`src/include/tmr_status_pkg.sv`:
```
// Constants, field layouts and carrier types of the timer channel status,
// interrupt-flag, interrupt-enable and comparator/capture control registers.
// Assumes a 32-bit AXI4-Lite register bus and one 200 MHz operating clock.
//
// Functional notes
// - Capture-level bits return capture pin levels.
// - Level bits follow capture pins 0 to 5.
// - Missing capture pins read as zero.
// - Direction bit reads 1 up, 0 down.
// - Running bit reads busy state; writes ignored.
// - Flag reads 1 after event; write 0 ignored.
// - Writing 1 clears only that flag.
// - Overwrite flags at bits 3,5,7,9,11,13.
// - Compare/capture flags at bits 2,4,...,12.
// - Top flag bit 1, bottom flag bit 0.
// - Absent circuits' flags and enables read zero.
// - Enables mirror flags, gate them, reset zero.
// - Control register fields per circuit, reset zero.
// - Status layout 7:2 levels, direction resets 1.
package tmr_status_pkg;

  // ****************************************************************
  // Register map and bus answers
  // ****************************************************************
  localparam int          ADDR_W          = 12;
  localparam int          MAX_CC          = 6;
  localparam int          FLAG_W          = 14;
  localparam logic [11:0] OFS_STATUS      = 12'h000;
  localparam logic [11:0] OFS_FLAGS       = 12'h004;
  localparam logic [11:0] OFS_ENABLES     = 12'h008;
  localparam logic [11:0] OFS_CC_BASE     = 12'h010;
  localparam logic [3:0]  SEL_UNMAPPED    = 4'hF;
  localparam logic [1:0]  RESP_OKAY       = 2'h0;
  localparam logic [1:0]  RESP_SLVERR     = 2'h2;

  // ****************************************************************
  // Field positions and reset values
  // ****************************************************************
  localparam int          POS_RUNNING     = 0;
  localparam int          POS_DIRECTION   = 1;
  localparam int          POS_CAP_LEVEL   = 2;
  localparam int          POS_BOTTOM_FLAG = 0;
  localparam int          POS_TOP_FLAG    = 1;
  localparam int          POS_CMPCAP_0    = 2;
  localparam int          POS_OVERWRITE_0 = 3;
  localparam int          POS_CC_RSVD     = 7;
  localparam logic [15:0] RST_STATUS      = 16'h0002;
  localparam logic [15:0] RST_FLAGS       = 16'h0000;
  localparam logic [15:0] RST_ENABLES     = 16'h0000;
  localparam logic [15:0] RST_CC_CONTROL  = 16'h0000;

  // ****************************************************************
  // Carrier types
  // ****************************************************************
  // Live levels coming from the counter engine and the capture pins.
  typedef struct packed {
    logic [5:0] capture_input_pin;
    logic       count_up;
    logic       counter_running;
  } status_in_s;

  // One-cycle event pulses from the counter and comparator/capture datapath.
  typedef struct packed {
    logic [5:0] capture_overwrite;
    logic [5:0] compare_capture;
    logic       counter_top;
    logic       counter_bottom;
  } events_s;

  // Comparator/capture control word, packed in register bit order.
  typedef struct packed {
    logic       capture_sync_select;
    logic [2:0] buffer_load_mode;
    logic [1:0] trigger_source;
    logic [1:0] trigger_edge;
    logic       reserved;
    logic       paired_match_output;
    logic       software_output_level;
    logic [2:0] output_wave_mode;
    logic       output_inversion;
    logic       compare_or_capture_select;
  } cc_ctrl_s;

  // Interleaves the event pulses into the flag register layout.
  function automatic logic [FLAG_W-1:0] pack_events(input events_s ev);
    logic [FLAG_W-1:0] v;
    v = '0;
    v[POS_BOTTOM_FLAG] = ev.counter_bottom;
    v[POS_TOP_FLAG]    = ev.counter_top;
    for (int m = 0; m < MAX_CC; m++) begin
      v[POS_CMPCAP_0 + 2*m]    = ev.compare_capture[m];
      v[POS_OVERWRITE_0 + 2*m] = ev.capture_overwrite[m];
    end
    return v;
  endfunction : pack_events

  // Flag and enable bits that exist for a channel with n circuits.
  function automatic logic [FLAG_W-1:0] present_mask(input int n);
    logic [FLAG_W-1:0] v;
    v = '0;
    v[POS_BOTTOM_FLAG] = 1'b1;
    v[POS_TOP_FLAG]    = 1'b1;
    for (int m = 0; m < MAX_CC; m++) begin
      v[POS_CMPCAP_0 + 2*m]    = (m < n);
      v[POS_OVERWRITE_0 + 2*m] = (m < n);
    end
    return v;
  endfunction : present_mask

endpackage : tmr_status_pkg

```
`src/hw/timer_status_regs.sv`:
```
// Register slave for one timer channel: status, interrupt flags, interrupt
// enables and the comparator/capture control words, on AXI4-Lite.
// Assumes all inputs are synchronous to aclk and events are one-cycle pulses.
//
// The AXI4-Lite slave port and the register offsets were chosen for this implementation.
module timer_status_regs #(
  parameter int NUM_CC  = 6,
  parameter int NUM_CAP = 6
) (
  input  wire logic                              aclk,
  input  wire logic                              aresetn,
  input  wire logic                              clk_en,
  input  wire logic [tmr_status_pkg::ADDR_W-1:0] s_axi_awaddr,
  input  wire logic                              s_axi_awvalid,
  output logic                                   s_axi_awready,
  input  wire logic [31:0]                       s_axi_wdata,
  input  wire logic [3:0]                        s_axi_wstrb,
  input  wire logic                              s_axi_wvalid,
  output logic                                   s_axi_wready,
  output logic [1:0]                             s_axi_bresp,
  output logic                                   s_axi_bvalid,
  input  wire logic                              s_axi_bready,
  input  wire logic [tmr_status_pkg::ADDR_W-1:0] s_axi_araddr,
  input  wire logic                              s_axi_arvalid,
  output logic                                   s_axi_arready,
  output logic [31:0]                            s_axi_rdata,
  output logic [1:0]                             s_axi_rresp,
  output logic                                   s_axi_rvalid,
  input  wire logic                              s_axi_rready,
  input  wire tmr_status_pkg::status_in_s        status_in,
  input  wire tmr_status_pkg::events_s           events,
  output tmr_status_pkg::cc_ctrl_s [NUM_CC-1:0]  cc_control,
  output logic                                   irq
);

  // ****************************************************************
  // Elaboration checks and derived constants
  // ****************************************************************
  if (NUM_CC < 1 || NUM_CC > tmr_status_pkg::MAX_CC) begin : g_bad_cc
    $error("NUM_CC must lie between 1 and 6");
  end
  if (NUM_CAP < 0 || NUM_CAP > tmr_status_pkg::MAX_CC) begin : g_bad_cap
    $error("NUM_CAP must lie between 0 and 6");
  end

  localparam logic [tmr_status_pkg::FLAG_W-1:0] PRESENT = tmr_status_pkg::present_mask(NUM_CC);
  localparam logic [5:0] CAP_MASK = 6'(~(6'h3F << NUM_CAP));

  // Maps a byte address to a register select code, or the unmapped code.
  function automatic logic [3:0] addr_sel(input logic [tmr_status_pkg::ADDR_W-1:0] a);
    logic [3:0] s;
    s = tmr_status_pkg::SEL_UNMAPPED;
    if (a == tmr_status_pkg::OFS_STATUS) begin
      s = 4'h0;
    end else if (a == tmr_status_pkg::OFS_FLAGS) begin
      s = 4'h1;
    end else if (a == tmr_status_pkg::OFS_ENABLES) begin
      s = 4'h2;
    end
    for (int m = 0; m < NUM_CC; m++) begin
      if (a == tmr_status_pkg::OFS_CC_BASE + 12'(4*m)) begin
        s = 4'(4 + m);
      end
    end
    return s;
  endfunction : addr_sel

  // Merges the two low byte lanes of a write into a 16-bit register.
  function automatic logic [15:0] merge_lanes(input logic [15:0] old_v, input logic [31:0] wd,
                                              input logic [3:0] st);
    logic [15:0] v;
    v = old_v;
    if (st[0]) begin
      v[7:0] = wd[7:0];
    end
    if (st[1]) begin
      v[15:8] = wd[15:8];
    end
    return v;
  endfunction : merge_lanes

  // ****************************************************************
  // Write channel
  // ****************************************************************
  logic                              aw_held_q, aw_held_d, w_held_q, w_held_d;
  logic [tmr_status_pkg::ADDR_W-1:0] awaddr_q, awaddr_d;
  logic [31:0]                       wdata_q, wdata_d;
  logic [3:0]                        wstrb_q, wstrb_d;
  logic                              awready_d, wready_d, bvalid_d;
  logic [1:0]                        bresp_d;
  logic                              do_write;
  logic [3:0]                        wsel;

  // Address and data are taken in either order; the write lands once both are held.
  always_comb begin
    aw_held_d = aw_held_q;
    awaddr_d  = awaddr_q;
    w_held_d  = w_held_q;
    wdata_d   = wdata_q;
    wstrb_d   = wstrb_q;
    bvalid_d  = s_axi_bvalid;
    bresp_d   = s_axi_bresp;
    do_write  = 1'b0;
    wsel      = addr_sel(awaddr_q);
    if (s_axi_awvalid && s_axi_awready) begin
      aw_held_d = 1'b1;
      awaddr_d  = s_axi_awaddr;
    end
    if (s_axi_wvalid && s_axi_wready) begin
      w_held_d = 1'b1;
      wdata_d  = s_axi_wdata;
      wstrb_d  = s_axi_wstrb;
    end
    if (s_axi_bvalid && s_axi_bready) begin
      bvalid_d = 1'b0;
    end
    if (aw_held_q && w_held_q && !s_axi_bvalid) begin
      do_write  = 1'b1;
      aw_held_d = 1'b0;
      w_held_d  = 1'b0;
      bvalid_d  = 1'b1;
      bresp_d   = (wsel == tmr_status_pkg::SEL_UNMAPPED) ? tmr_status_pkg::RESP_SLVERR
                                                         : tmr_status_pkg::RESP_OKAY;
    end
    awready_d = !aw_held_d && !bvalid_d;
    wready_d  = !w_held_d && !bvalid_d;
  end

  // Write channel registers.
  always_ff @(posedge aclk) begin
    if (!aresetn) begin
      aw_held_q     <= 1'b0;
      w_held_q      <= 1'b0;
      awaddr_q      <= '0;
      wdata_q       <= '0;
      wstrb_q       <= '0;
      s_axi_awready <= 1'b0;
      s_axi_wready  <= 1'b0;
      s_axi_bvalid  <= 1'b0;
      s_axi_bresp   <= tmr_status_pkg::RESP_OKAY;
    end else if (clk_en) begin
      aw_held_q     <= aw_held_d;
      w_held_q      <= w_held_d;
      awaddr_q      <= awaddr_d;
      wdata_q       <= wdata_d;
      wstrb_q       <= wstrb_d;
      s_axi_awready <= awready_d;
      s_axi_wready  <= wready_d;
      s_axi_bvalid  <= bvalid_d;
      s_axi_bresp   <= bresp_d;
    end
  end

  // ****************************************************************
  // Status snapshot, enables and control words
  // ****************************************************************
  logic [15:0]                                status_q, status_d;
  logic [tmr_status_pkg::FLAG_W-1:0]          enables_q, enables_d;
  tmr_status_pkg::cc_ctrl_s [NUM_CC-1:0]      cc_d;
  logic [tmr_status_pkg::FLAG_W-1:0]          flags_q;
  logic [15:0]                                wr_lane;
  logic [15:0]                                en_merge;

  // The status word is resampled every cycle, so a read shows the levels one
  // cycle old; this buys a clean flop boundary at the cost of one cycle.
  always_comb begin
    status_d = 16'h0000;
    status_d[tmr_status_pkg::POS_CAP_LEVEL +: 6] = status_in.capture_input_pin & CAP_MASK;
    status_d[tmr_status_pkg::POS_DIRECTION]      = status_in.count_up;
    status_d[tmr_status_pkg::POS_RUNNING]        = status_in.counter_running;
  end

  // Software writes to enables and control words; the status word ignores writes.
  always_comb begin
    enables_d = enables_q;
    cc_d      = cc_control;
    wr_lane   = merge_lanes(16'h0000, wdata_q, wstrb_q);
    en_merge  = merge_lanes({2'b00, enables_q}, wdata_q, wstrb_q);
    if (do_write && wsel == 4'h2) begin
      enables_d = en_merge[tmr_status_pkg::FLAG_W-1:0] & PRESENT;
    end
    for (int m = 0; m < NUM_CC; m++) begin
      if (do_write && wsel == 4'(4 + m)) begin
        cc_d[m] = merge_lanes(cc_control[m], wdata_q, wstrb_q);
        cc_d[m].reserved = 1'b0;
      end
    end
  end

  // Register state for status, enables, control words and the request line.
  always_ff @(posedge aclk) begin
    if (!aresetn) begin
      status_q   <= tmr_status_pkg::RST_STATUS;
      enables_q  <= tmr_status_pkg::RST_ENABLES[tmr_status_pkg::FLAG_W-1:0];
      cc_control <= {NUM_CC{tmr_status_pkg::cc_ctrl_s'(tmr_status_pkg::RST_CC_CONTROL)}};
      irq        <= 1'b0;
    end else if (clk_en) begin
      status_q   <= status_d;
      enables_q  <= enables_d;
      cc_control <= cc_d;
      irq        <= |(flags_q & enables_q);
    end
  end

  // ****************************************************************
  // Interrupt flags
  // ****************************************************************
  logic [tmr_status_pkg::FLAG_W-1:0] flag_set, flag_clr;
  logic                              flag_clr_we;

  // Only the low two lanes carry flag bits; a one clears, a zero is ignored.
  always_comb begin
    flag_set    = tmr_status_pkg::pack_events(events) & PRESENT;
    flag_clr    = wr_lane[tmr_status_pkg::FLAG_W-1:0];
    flag_clr_we = do_write && (wsel == 4'h1);
  end

  tmr_flag_bank #(
    .WIDTH   (tmr_status_pkg::FLAG_W),
    .PRESENT (PRESENT)
  ) u_flags (
    .aclk     (aclk),
    .aresetn  (aresetn),
    .clk_en   (clk_en),
    .set_evt  (flag_set),
    .clr_we   (flag_clr_we),
    .clr_bits (flag_clr),
    .flags_q  (flags_q)
  );

  // ****************************************************************
  // Read channel
  // ****************************************************************
  logic                              ar_held_q, ar_held_d, arready_d, rvalid_d;
  logic [tmr_status_pkg::ADDR_W-1:0] araddr_q, araddr_d;
  logic [31:0]                       rdata_d;
  logic [1:0]                        rresp_d;
  logic [3:0]                        rsel;

  // One read at a time; data is taken from the registers in the answering cycle.
  always_comb begin
    ar_held_d = ar_held_q;
    araddr_d  = araddr_q;
    rvalid_d  = s_axi_rvalid;
    rdata_d   = s_axi_rdata;
    rresp_d   = s_axi_rresp;
    rsel      = addr_sel(araddr_q);
    if (s_axi_arvalid && s_axi_arready) begin
      ar_held_d = 1'b1;
      araddr_d  = s_axi_araddr;
    end
    if (s_axi_rvalid && s_axi_rready) begin
      rvalid_d = 1'b0;
    end
    if (ar_held_q && !s_axi_rvalid) begin
      ar_held_d = 1'b0;
      rvalid_d  = 1'b1;
      rresp_d   = tmr_status_pkg::RESP_OKAY;
      case (rsel)
        4'h0:    rdata_d = {16'h0000, status_q};
        4'h1:    rdata_d = {18'h00000, flags_q};
        4'h2:    rdata_d = {18'h00000, enables_q};
        tmr_status_pkg::SEL_UNMAPPED: begin
          rdata_d = 32'h0000_0000;
          rresp_d = tmr_status_pkg::RESP_SLVERR;
        end
        default: rdata_d = {16'h0000, cc_control[3'(rsel - 4'h4)]};
      endcase
    end
    arready_d = !ar_held_d && !rvalid_d;
  end

  // Read channel registers.
  always_ff @(posedge aclk) begin
    if (!aresetn) begin
      ar_held_q     <= 1'b0;
      araddr_q      <= '0;
      s_axi_arready <= 1'b0;
      s_axi_rvalid  <= 1'b0;
      s_axi_rdata   <= 32'h0000_0000;
      s_axi_rresp   <= tmr_status_pkg::RESP_OKAY;
    end else if (clk_en) begin
      ar_held_q     <= ar_held_d;
      araddr_q      <= araddr_d;
      s_axi_arready <= arready_d;
      s_axi_rvalid  <= rvalid_d;
      s_axi_rdata   <= rdata_d;
      s_axi_rresp   <= rresp_d;
    end
  end
endmodule : timer_status_regs

```
`src/hw/tmr_flag_bank.sv`:
```
// Sticky interrupt-cause flags with write-one-to-clear.
// Assumes one-cycle event pulses and a clear strobe from the register slave.
module tmr_flag_bank #(
  parameter int                 WIDTH   = 14,
  parameter logic [WIDTH-1:0]   PRESENT = '1
) (
  input  wire logic             aclk,
  input  wire logic             aresetn,
  input  wire logic             clk_en,
  input  wire logic [WIDTH-1:0] set_evt,
  input  wire logic             clr_we,
  input  wire logic [WIDTH-1:0] clr_bits,
  output logic      [WIDTH-1:0] flags_q
);

  logic [WIDTH-1:0] flags_d;

  // An event in the clearing cycle survives, so a clear never drops a cause.
  always_comb begin
    flags_d = flags_q;
    if (clr_we) begin
      flags_d = flags_d & ~clr_bits;
    end
    flags_d = (flags_d | set_evt) & PRESENT;
  end

  // Flag storage; frozen while the clock enable is low.
  always_ff @(posedge aclk) begin
    if (!aresetn) begin
      flags_q <= '0;
    end else if (clk_en) begin
      flags_q <= flags_d;
    end
  end
endmodule : tmr_flag_bank

```
`config.mk`:
```
export PLATFORM = sky130hd
export DESIGN_NAME = timer_status_regs
export DESIGN_NICKNAME = d
export VERILOG_FILES = /design/src/include/tmr_status_pkg.sv /design/src/hw/timer_status_regs.sv /design/src/hw/tmr_flag_bank.sv
export SDC_FILE = /design/constraint.sdc
export NUM_CORES = 1
export LEC_CHECK = 0
export BUFFER_PORTS_ARGS = -buffer_cell sky130_fd_sc_hd__buf_2
export CAP_MARGIN = 20
export CORE_UTILIZATION = 53
export CTS_CLUSTER_SIZE = 20
export DETAILED_ROUTE_END_ITERATION = 7
export PLACE_DENSITY = 0.83
export RECOVER_POWER = 25
export SLEW_MARGIN = 0
export SYNTH_ARGS = -nofsm -noshare
export SYNTH_HDL_FRONTEND = slang
export SYNTH_SLANG_ARGS = --single-unit
```
`constraint.sdc`:
```
create_clock -name aclk -period 3.2 [get_ports aclk]
set_clock_uncertainty 0.05 [all_clocks]
set_input_delay 0.64 -clock aclk [delete_from_list [all_inputs] [get_ports aclk]]
set_output_delay 0.64 -clock aclk [all_outputs]
set_load 0.05 [all_outputs]
```
Word-level counts from Yosys, hierarchy flattened:

Index checks and enable logic that the tools add are counted.

* bits in registers: 213
* input port bits: 90
* output and inout bits: 138
* word-level logic and storage cells: 194

* add/sub/neg operators: 1
* $lt $le $gt $ge: 1
* equal/unequal tests: 28
* muxes and demuxes: 37
* bitwise logic cells: 4
* reductions and logical operators: 49

Operators with widths (number)
* == test 12 x 5 -> 1 bit, second input constant: 8
* two-way mux 4 bit: 18
* case mux 16 bit (4 select lines): 1
* binary-select mux 16 bit (select 3 bit): 1
* == test 12 x 6 -> 1 bit, second input constant: 4
* AND reduction 3 bit: 14
* AND 14 bit: 2
* == test 12 x 3 -> 1 bit, second input constant: 2
* == test 12 x 4 -> 1 bit, second input constant: 2
* zero test 12 bit: 2
* logical AND 1 bit: 19
* == test 4 x 3 -> 1 bit, second input constant: 4
* == test 4 bit, second input constant: 4
* two-way mux 16 bit: 1
* two-way mux 14 bit: 1
* NOT 14 bit: 1
* bitwise OR 14 bit: 1
* OR reduction 14 bit: 1
* two-way mux 1 bit: 11
* AND reduction 2 bit: 5
* == test 4 x 1 -> 1 bit, second input constant: 2
* == test 4 x 2 -> 1 bit, second input constant: 2
* two-way mux 8 bit: 1
* zero test 1 bit: 7
* 5 further kinds: 6

Depth between registers and ports, before layout:

Gate-level depths: netlist (run 1).

* depth in word-level cells: 14
* mapped depth: 8
* gate-level depth less buffers: 5

By module:

Synthesis (run 1) repeated with hierarchy kept, for this count alone.

* cell total of the unflattened synthesis: 1019
* area total of the unflattened synthesis: 9093.7 µm²

By module, submodules not included
* timer_status_regs: instances 1, cells each 958, area an instance 8419.3 µm², sequential area each 3623.5 µm²
* tmr_flag_bank: instances 1, cells each 61, area an instance 674.4 µm², sequential area each 280.3 µm²

Worst setup path before layout (run 1):

Ideal clock, no wire load.

* kind: reg2reg
* start point: register awaddr_q[7] (netlist bit)
* end point: register enables_q[6] (netlist bit)
* library setup time: 0.115 ns
* arrival time: 2.281 ns
* required time: 3.035 ns
* path slack: 0.754 ns
* stages on the path, launching flop included: 9
* path buffers: 3
* clock period less this slack: 2.446 ns
* path through: dfxtp_1 -> or4_4 -> buf_6 -> or3_4 -> or4b_1 -> buf_2 -> buf_6 -> nand3_2 -> o21ai_2

* longest elaborated chain between the ends: 13
* elaborated cells on any way between the ends: 21
* those cells by class: 9 x eq/ne; 9 x mux; 3 x reduce/logical

Ends and longest elaborated chain
* start, declared: RTL line timer_status_regs.sv:86 `logic [tmr_status_pkg::ADDR_W-1:0] awaddr_q, awaddr_d;`
* start signal, assigned: RTL line timer_status_regs.sv:144 `awaddr_q <= awaddr_d;`
* == test 12 x 4 -> 1 bit: RTL line timer_status_regs.sv:57 `end else if (a == tmr_status_pkg::OFS_ENABLES) begin`
* two-way mux 4 bit: RTL line timer_status_regs.sv:57
* two-way mux 4 bit: RTL line timer_status_regs.sv:55 `end else if (a == tmr_status_pkg::OFS_FLAGS) begin`
* two-way mux 4 bit: RTL line timer_status_regs.sv:53 `if (a == tmr_status_pkg::OFS_STATUS) begin`
* two-way mux 4 bit (5 in a row): RTL line timer_status_regs.sv:61 `if (a == tmr_status_pkg::OFS_CC_BASE + 12'(4*m)) begin`
* two-way mux 4 bit *: RTL line timer_status_regs.sv:61
* == test 4 x 2 -> 1 bit *: RTL line timer_status_regs.sv:179 `if (do_write && wsel == 4'h2) begin`
* logical AND 1 bit *: RTL line timer_status_regs.sv:179
* AND reduction 3 bit (no source line) *
* end signal, assigned: RTL line timer_status_regs.sv:194 `enables_q <= tmr_status_pkg::RST_ENABLES[tmr_status_pkg::FLAG_W-1:0];`
* end signal, assigned: RTL line timer_status_regs.sv:199 `enables_q <= enables_d;`
* end, declared: RTL line timer_status_regs.sv:158 `logic [tmr_status_pkg::FLAG_W-1:0] enables_q, enables_d;`

Every way passes the cells marked *; elsewhere a longest branch is shown, timed or not.
A chain may end at the register's enable or synchronous reset.

Final worst setup path (run 1):

* start point: register awaddr_q[11] (netlist bit)
* end point: register cc_control[44] (netlist bit)

* longest elaborated chain between the ends: 13
* elaborated cells on any way between the ends: 21
* those cells by class: 9 x eq/ne; 9 x mux; 3 x reduce/logical

Ends and longest elaborated chain
* == test 12 x 4 -> 1 bit: RTL line timer_status_regs.sv:57
* two-way mux 4 bit: RTL line timer_status_regs.sv:57
* two-way mux 4 bit: RTL line timer_status_regs.sv:55
* two-way mux 4 bit: RTL line timer_status_regs.sv:53
* two-way mux 4 bit (5 in a row): RTL line timer_status_regs.sv:61
* two-way mux 4 bit *: RTL line timer_status_regs.sv:61
* == test 4 x 3 -> 1 bit *: RTL line timer_status_regs.sv:183 `if (do_write && wsel == 4'(4 + m)) begin`
* logical AND 1 bit *: RTL line timer_status_regs.sv:183
* AND reduction 3 bit (no source line) *
* end signal, assigned: RTL line timer_status_regs.sv:195 `cc_control <= {NUM_CC{tmr_status_pkg::cc_ctrl_s'(tmr_status_pkg::RST_CC_CONTROL)}};`
* end, declared: RTL line timer_status_regs.sv:32 `output tmr_status_pkg::cc_ctrl_s [NUM_CC-1:0] cc_control,`

Marks and branches as above.

==> results.sh, run 1 <==
export IMPL_status="finished with violations"
export IMPL_violations="max-capacitance violations, max-slew violations"
export IMPL_hold_ws_ns=0.402
export IMPL_multi_input_area_mm2=0.00465
export IMPL_wl_met1_mm=10.5
export IMPL_routed_wl_met3_mm=2.36
export IMPL_p_leak_nw=4.20
export IMPL_end_kind="flop"
export IMPL_dieWidth_um=132
export IMPL_die_h_um=132
export IMPL_antenna_found_initial=0
export IMPL_io_pins=228
export IMPL_synth_area_mm2=0.00894
export IMPL_min_path_type="input pin to flop"
export IMPL_slew_limit_headroom=-0.0283
export IMPL_p_seq_frac=0.489
export IMPL_ys_ff_latch=195
export IMPL_finalHoldViolCount=0
export IMPL_synthFlopType="dfxtp_1"
export IMPL_dr_wl_met2_mm=12.7
export IMPL_yosysWarnings=0
export IMPL_worst_pin_slew_ns=1.54
export IMPL_dp_final_hpwl_mm=19.3
export IMPL_cts_tree="done"
export IMPL_root_buffer="clkbuf_16"
export IMPL_ant_nets=0
export IMPL_ys_seq_area_frac=0.437
export IMPL_insertion_delay_ns=0.43
export IMPL_grt_start_max_net_pins=114
export IMPL_avgSynthCellArea_um2=8.57
export IMPL_synthArstFlopShare=0
export IMPL_post_cts_buffers=0
export IMPL_drc=0
export IMPL_power_mw=5.15
export IMPL_drive_gt1_frac=0.207
export IMPL_postCtsResizedCells=0
export IMPL_grt_pass1_vias=7860
export IMPL_wl_mm=26.6
export IMPL_place_gp_congestion=0.939
export IMPL_cts_path_max_buffers=2
export IMPL_core_mm2=0.0165
export IMPL_arrival_ns=2.87
export IMPL_route_vias_total=8386
export IMPL_via_per_inst=5.85
export IMPL_rsz0062_at_grt="false"
export IMPL_yosys_area_top_type="dfxtp_1"
export IMPL_track_usage=0.304
export IMPL_peakVddDrop_v=0.000405
export IMPL_period_minus_slack_ns=2.64
export IMPL_nNetsFinal=1292
export IMPL_drt_iter0_markers=1036
export IMPL_dr_pass1_iters=7
export IMPL_fin_area_mm2=0.0105
export IMPL_ys_top_cells_by_area="dfxtp_1 (44%), nand2_1 (11%), mux2i_1 (8.7%)"
export IMPL_io_buffers=185
export IMPL_p_int_mw=3.87
export IMPL_synth_most_common_cell="nand2_1"
export IMPL_cp_max_fo=16
export IMPL_comb_power_share=0.093
export IMPL_synth_edff_count=0
export IMPL_cts_sinks=195
export IMPL_synthTopCellsByCount="nand2_1 (260), dfxtp_1 (195), a21boi_0 (86), mux2i_1 (78), clkbuf_1 (62)"
export IMPL_p_per_area_mw_per_mm2=490
export IMPL_fmax_mhz=379
export IMPL_start_util=0.541
export IMPL_cts_hold_fix_buffers=0
export IMPL_fp_row_count=47
export IMPL_wl_per_cell_um=18.5
export IMPL_place_area_mm2=0.00998
export IMPL_switching_power_mw=1.28
export IMPL_path_class="flop to flop"
export IMPL_cts_buffers_inserted=17
export IMPL_syn_inst=1044
export IMPL_overflow=0
export IMPL_clk_pin_slew_ns=0.07
export IMPL_grt_pass1_wl_mm=41.2
export IMPL_p_clk_frac=0.419
export IMPL_finalCritPeriodShare=0.824
export IMPL_synth_cell_types=56
export IMPL_maxSlewViolCount=47
export IMPL_cap_violations=1
export IMPL_diodes=0
export IMPL_htreeDepth=4
export IMPL_fillerInstances=1414
export IMPL_crit_required_ns=3.43
export IMPL_synth_top_area_share=0.437
export IMPL_finalSetupViolations=0
export IMPL_die_area_mm2=0.0174
export IMPL_area_growth_pct=17.7
export IMPL_critPathLaunchType="flop"
export IMPL_setup_tns_ns=0
export IMPL_netSwitchingFraction=0.249
export IMPL_regArea_mm2=0.00390
export IMPL_route_top_layer_used="met4"
-- layer usage --
layer,vias up,global-route usage
met4,0,0.151
met3,78,0.0777
met2,412,0.499
li1,3919,-
met5,-,0
met1,3977,0.371
-- sequential cells by signal, summed over array words and instances (netlist names) --
register         flops
u_flags.flags_q     14
s_axi_arready        1
s_axi_awready        1
aw_held_q            1
s_axi_bvalid         1
irq                  1
s_axi_bresp          1
ar_held_q            1
awaddr_q            12
s_axi_wready         1
s_axi_rresp          1
enables_q           14
cc_control          90
araddr_q            12
wdata_q             16
s_axi_rdata         16
s_axi_rvalid         1
status_q             8
wstrb_q              2
w_held_q             1
-- worst max-delay path: stages, from the launching register on --
cell     delay, ns
dfxtp_1       0.31
or4_1         0.71
or3_4         0.44
nor4_4        0.76
o21ai_0       0.21
-- logic make-up after synthesis --
logic type	share of synthesized area
multiplexers	0.106
buffers and inverters	0.0539
AO/OA/AOI/OAI	0.187
AND/OR/NAND/NOR	0.216
flip-flops	0.437
other	0.000419
-- final timing paths --
kind,startpoint,end,slack (ns),depth (start not counted)
hold reg to reg,araddr_q[1],araddr_q[1],0.42,2
setup reg to reg,awaddr_q[11],cc_control[44],0.56,4
hold / removal,s_axi_wdata[11],wdata_q[11],0.40,3
setup / recovery,awaddr_q[11],cc_control[44],0.56,4
-- area by class of cell --
cell class,count,area share
multi-input combinational,773,0.442
inverter,3,0.00107
clock buffer,23,0.0473
timing repair buffer,212,0.103
clock inverter,8,0.00951
sequential,195,0.371
tap,220,0.0262
-- power groups by stage --
stage / combinational (mW) / sequential (mW) / clock (mW)
2_1_floorplan: 0.320 / 2.58 / 0
3_3_place_gp: 0.464 / 2.57 / 0
3_5_place_dp: 0.468 / 2.57 / 0
4_1_cts: 0.473 / 2.51 / 2.18
5_1_grt: 0.509 / 2.52 / 2.27
6_report: 0.478 / 2.52 / 2.16
-- stage by stage --
step	setup WS [ns]	utilization	instances
after global routing	0.401	0.637	1434
after floorplan	0.754	-	1067
after detailed placement	0.605	0.604	1403
final	0.563	0.637	1434
after CTS	0.594	0.640	1434
after global placement	0.682	0.604	1403
-- cells in the final DEF (no fill, tap or decap), types with 5 or more instances in the layout --
cell	n
o2111ai_1	6
a21o_1	7
nor3_1	8
o21ai_0	60
nand2b_1	6
clkbuf_8	5
nand2_1	260
o31ai_1	7
a21boi_0	86
a21oi_1	7
buf_4	22
dfxtp_1	195
o22ai_1	6
clkbuf_16	17
clkbuf_1	35
buf_2	154
nor2b_1	28
o21ai_2	8
a221oi_1	12
conb_1	24
mux2i_1	78
nor2_1	21
mux2_2	15
a222oi_1	14
nand3_1	57
No activity file was read; power rests on OpenSTA's default activity.
==> run 2: changes to the inputs <==
--- a/config.mk
+++ b/config.mk
@@ -7,10 +7,10 @@
 export LEC_CHECK = 0
 export BUFFER_PORTS_ARGS = -buffer_cell sky130_fd_sc_hd__buf_2
 export CAP_MARGIN = 20
-export CORE_UTILIZATION = 53
+export CORE_UTILIZATION = 48
 export CTS_CLUSTER_SIZE = 20
 export DETAILED_ROUTE_END_ITERATION = 7
-export PLACE_DENSITY = 0.83
+export PLACE_DENSITY = 0.79
 export RECOVER_POWER = 25
 export SLEW_MARGIN = 0
 export SYNTH_ARGS = -nofsm -noshare
==> constraint.sdc (replaced) <==
create_clock -name aclk -period 2.1 [get_ports aclk]
set_clock_uncertainty 0.05 [all_clocks]
set_input_delay 0.42 -clock aclk [delete_from_list [all_inputs] [get_ports aclk]]
set_output_delay 0.42 -clock aclk [all_outputs]
set_load 0.05 [all_outputs]
==> results.sh, run 2 (synthesis gave the netlist of run 1 again) <==
export IMPL_rsz0062_at_grt="true"
export IMPL_grt_pass1_vias=7915
export IMPL_largest_reg_flops=90
export IMPL_route_vias_total=8729
export IMPL_nNetsFinal=1350
export IMPL_worstHoldPathCells=3
export IMPL_grtUsageMet1=0.352
export IMPL_diodes=0
export IMPL_grt_start_max_net_pins=102
export IMPL_crit_required_ns=2.38
export IMPL_cp_max_fo=16
export IMPL_worst_r2r_path_depth=6
export IMPL_drive_gt1_frac=0.313
export IMPL_cts_path_max_buffers=2
export IMPL_place_gp_congestion=0.911
export IMPL_hold_ws_ns=0.158
export IMPL_slew_limit_headroom=0.213
export IMPL_grt_pass1_wl_mm=42.0
export IMPL_met2_usage=0.461
export IMPL_wl_mm=28.5
export IMPL_wl_per_cell_um=19.0
export IMPL_clk_pin_slew_ns=0.07
export IMPL_ant_nets=0
export IMPL_setup_tns_ns=-2.78
export IMPL_io_buffers=185
export IMPL_final_core_util=0.640
export IMPL_regArea_mm2=0.00391
export IMPL_critPathLaunchType="flop"
export IMPL_fmax_mhz=444
export IMPL_start_util=0.494
export IMPL_layout_cells_non_filler=1501
export IMPL_final_cell_mix="nand2_1 (251), dfxtp_1 (190), buf_2 (186)"
export IMPL_place_area_mm2=0.0104
export IMPL_cap_violations=0
export IMPL_via_per_inst=5.82
export IMPL_status="finished with violations"
export IMPL_period_minus_slack_ns=2.25
export IMPL_top_usage_layer="met2"
export IMPL_cts_buffers_inserted=17
export IMPL_use_met3=0.0696
export IMPL_dieWidth_um=138
export IMPL_power_mw=8.23
export IMPL_top_regs="cc_control x90, s_axi_rdata x16, wdata_q x16"
export IMPL_dpl_worst_slack_ns=-0.207
export IMPL_min_path_type="input pin to flop"
export IMPL_antenna_found_initial=0
export IMPL_final_common_cell="nand2_1"
export IMPL_arrival_ns=2.53
export IMPL_p_per_area_mw_per_mm2=711
export IMPL_worst_pin_slew_ns=1.18
export IMPL_finalHoldViolCount=0
export IMPL_finalSetupViolations=46
export IMPL_drt_iter0_markers=983
export IMPL_area_growth_pct=29.4
export IMPL_top_register="cc_control"
export IMPL_overflow=0
export IMPL_htreeDepth=4
export IMPL_drc=36
export IMPL_violations="design-rule violations, negative setup slack"
export IMPL_fp_row_count=49
export IMPL_peakVddDrop_v=0.000578
export IMPL_dr_pass1_iters=8
export IMPL_core_mm2=0.0181
export IMPL_maxSlewViolCount=0
export IMPL_die_area_mm2=0.0192
export IMPL_fin_area_mm2=0.0116
export IMPL_cts_sinks=195
export IMPL_placed_cells=1450
export IMPL_cts_hold_fix_buffers=0
export IMPL_multi_input_area_mm2=0.00498
export IMPL_fillerInstances=1469
export IMPL_root_buffer="clkbuf_16"
export IMPL_cts_tree="done"
export IMPL_finalCritPeriodShare=1.07
export IMPL_io_pins=228
export IMPL_die_h_um=138
export IMPL_dp_final_hpwl_mm=20.0
export IMPL_p_leak_nw=4.85
export IMPL_end_kind="flop"
export IMPL_insertion_delay_ns=0.44
export IMPL_track_usage=0.283
export IMPL_reg2reg_slack_ns=-0.15
export IMPL_setup_slack_ns=-0.152
export IMPL_path_class="flop to flop"
[run 2: cell count changes in the layout (fill, tap and decap cells not counted), sizes merged]
cell / change
clkbuf: -33
inv: +2
clkinvlp: -3
buf: +86
bufinv: +2
clkinv: +4
[run 2: final cells by class]
type,count,area share
Clock buffer,18,0.0379
Clock inverter,13,0.0158
Inverter,3,0.000973
Multi-Input combinational cell,773,0.430
Sequential cell,195,0.338
Tap cell,229,0.0248
Timing Repair Buffer,270,0.153
[run 2: what timing repair did]
action | 4_1_cts | 5_1_grt
endpoints found under the setup margin | 102 | 130
pin swaps | 12 | 46
gates resized for setup | 59 | 106
buffers inserted | 5 | 6
cloned | 3 | 6
[run 2: critical path, stage by stage (launching register included)]
cell     delay, ns
dfxtp_2       0.32
or4_4         0.53
or3_4         0.39
or4b_4        0.54
buf_12        0.18
nand3_2       0.08
o21ai_2       0.05
[run 2: per-layer routing]
| layer | share of wire | vias to the layer above |
|---|---|---|
| li1 | - | 4055 |
| met1 | 0.40 | 4102 |
| met2 | 0.46 | 477 |
| met3 | 0.094 | 95 |
| met4 | 0.043 | 0 |
| met5 | 0 | - |
[run 2: worst paths after layout]
kind                      from      endpoint
setup / recovery   awaddr_q[6]  enables_q[0]
hold / removal    status_in[1]   status_q[1]
setup reg to reg   awaddr_q[6]  enables_q[0]
hold reg to reg    awaddr_q[9]   awaddr_q[9]
[run 2: power by group]
group | leakage [nW] | total, mW | internal [mW] | switching (mW)
clock | 0.306 | 3.50 | 2.02 | 1.47
sequential | 1.58 | 3.83 | 3.76 | 0.0735
combinational | 2.97 | 0.902 | 0.348 | 0.554
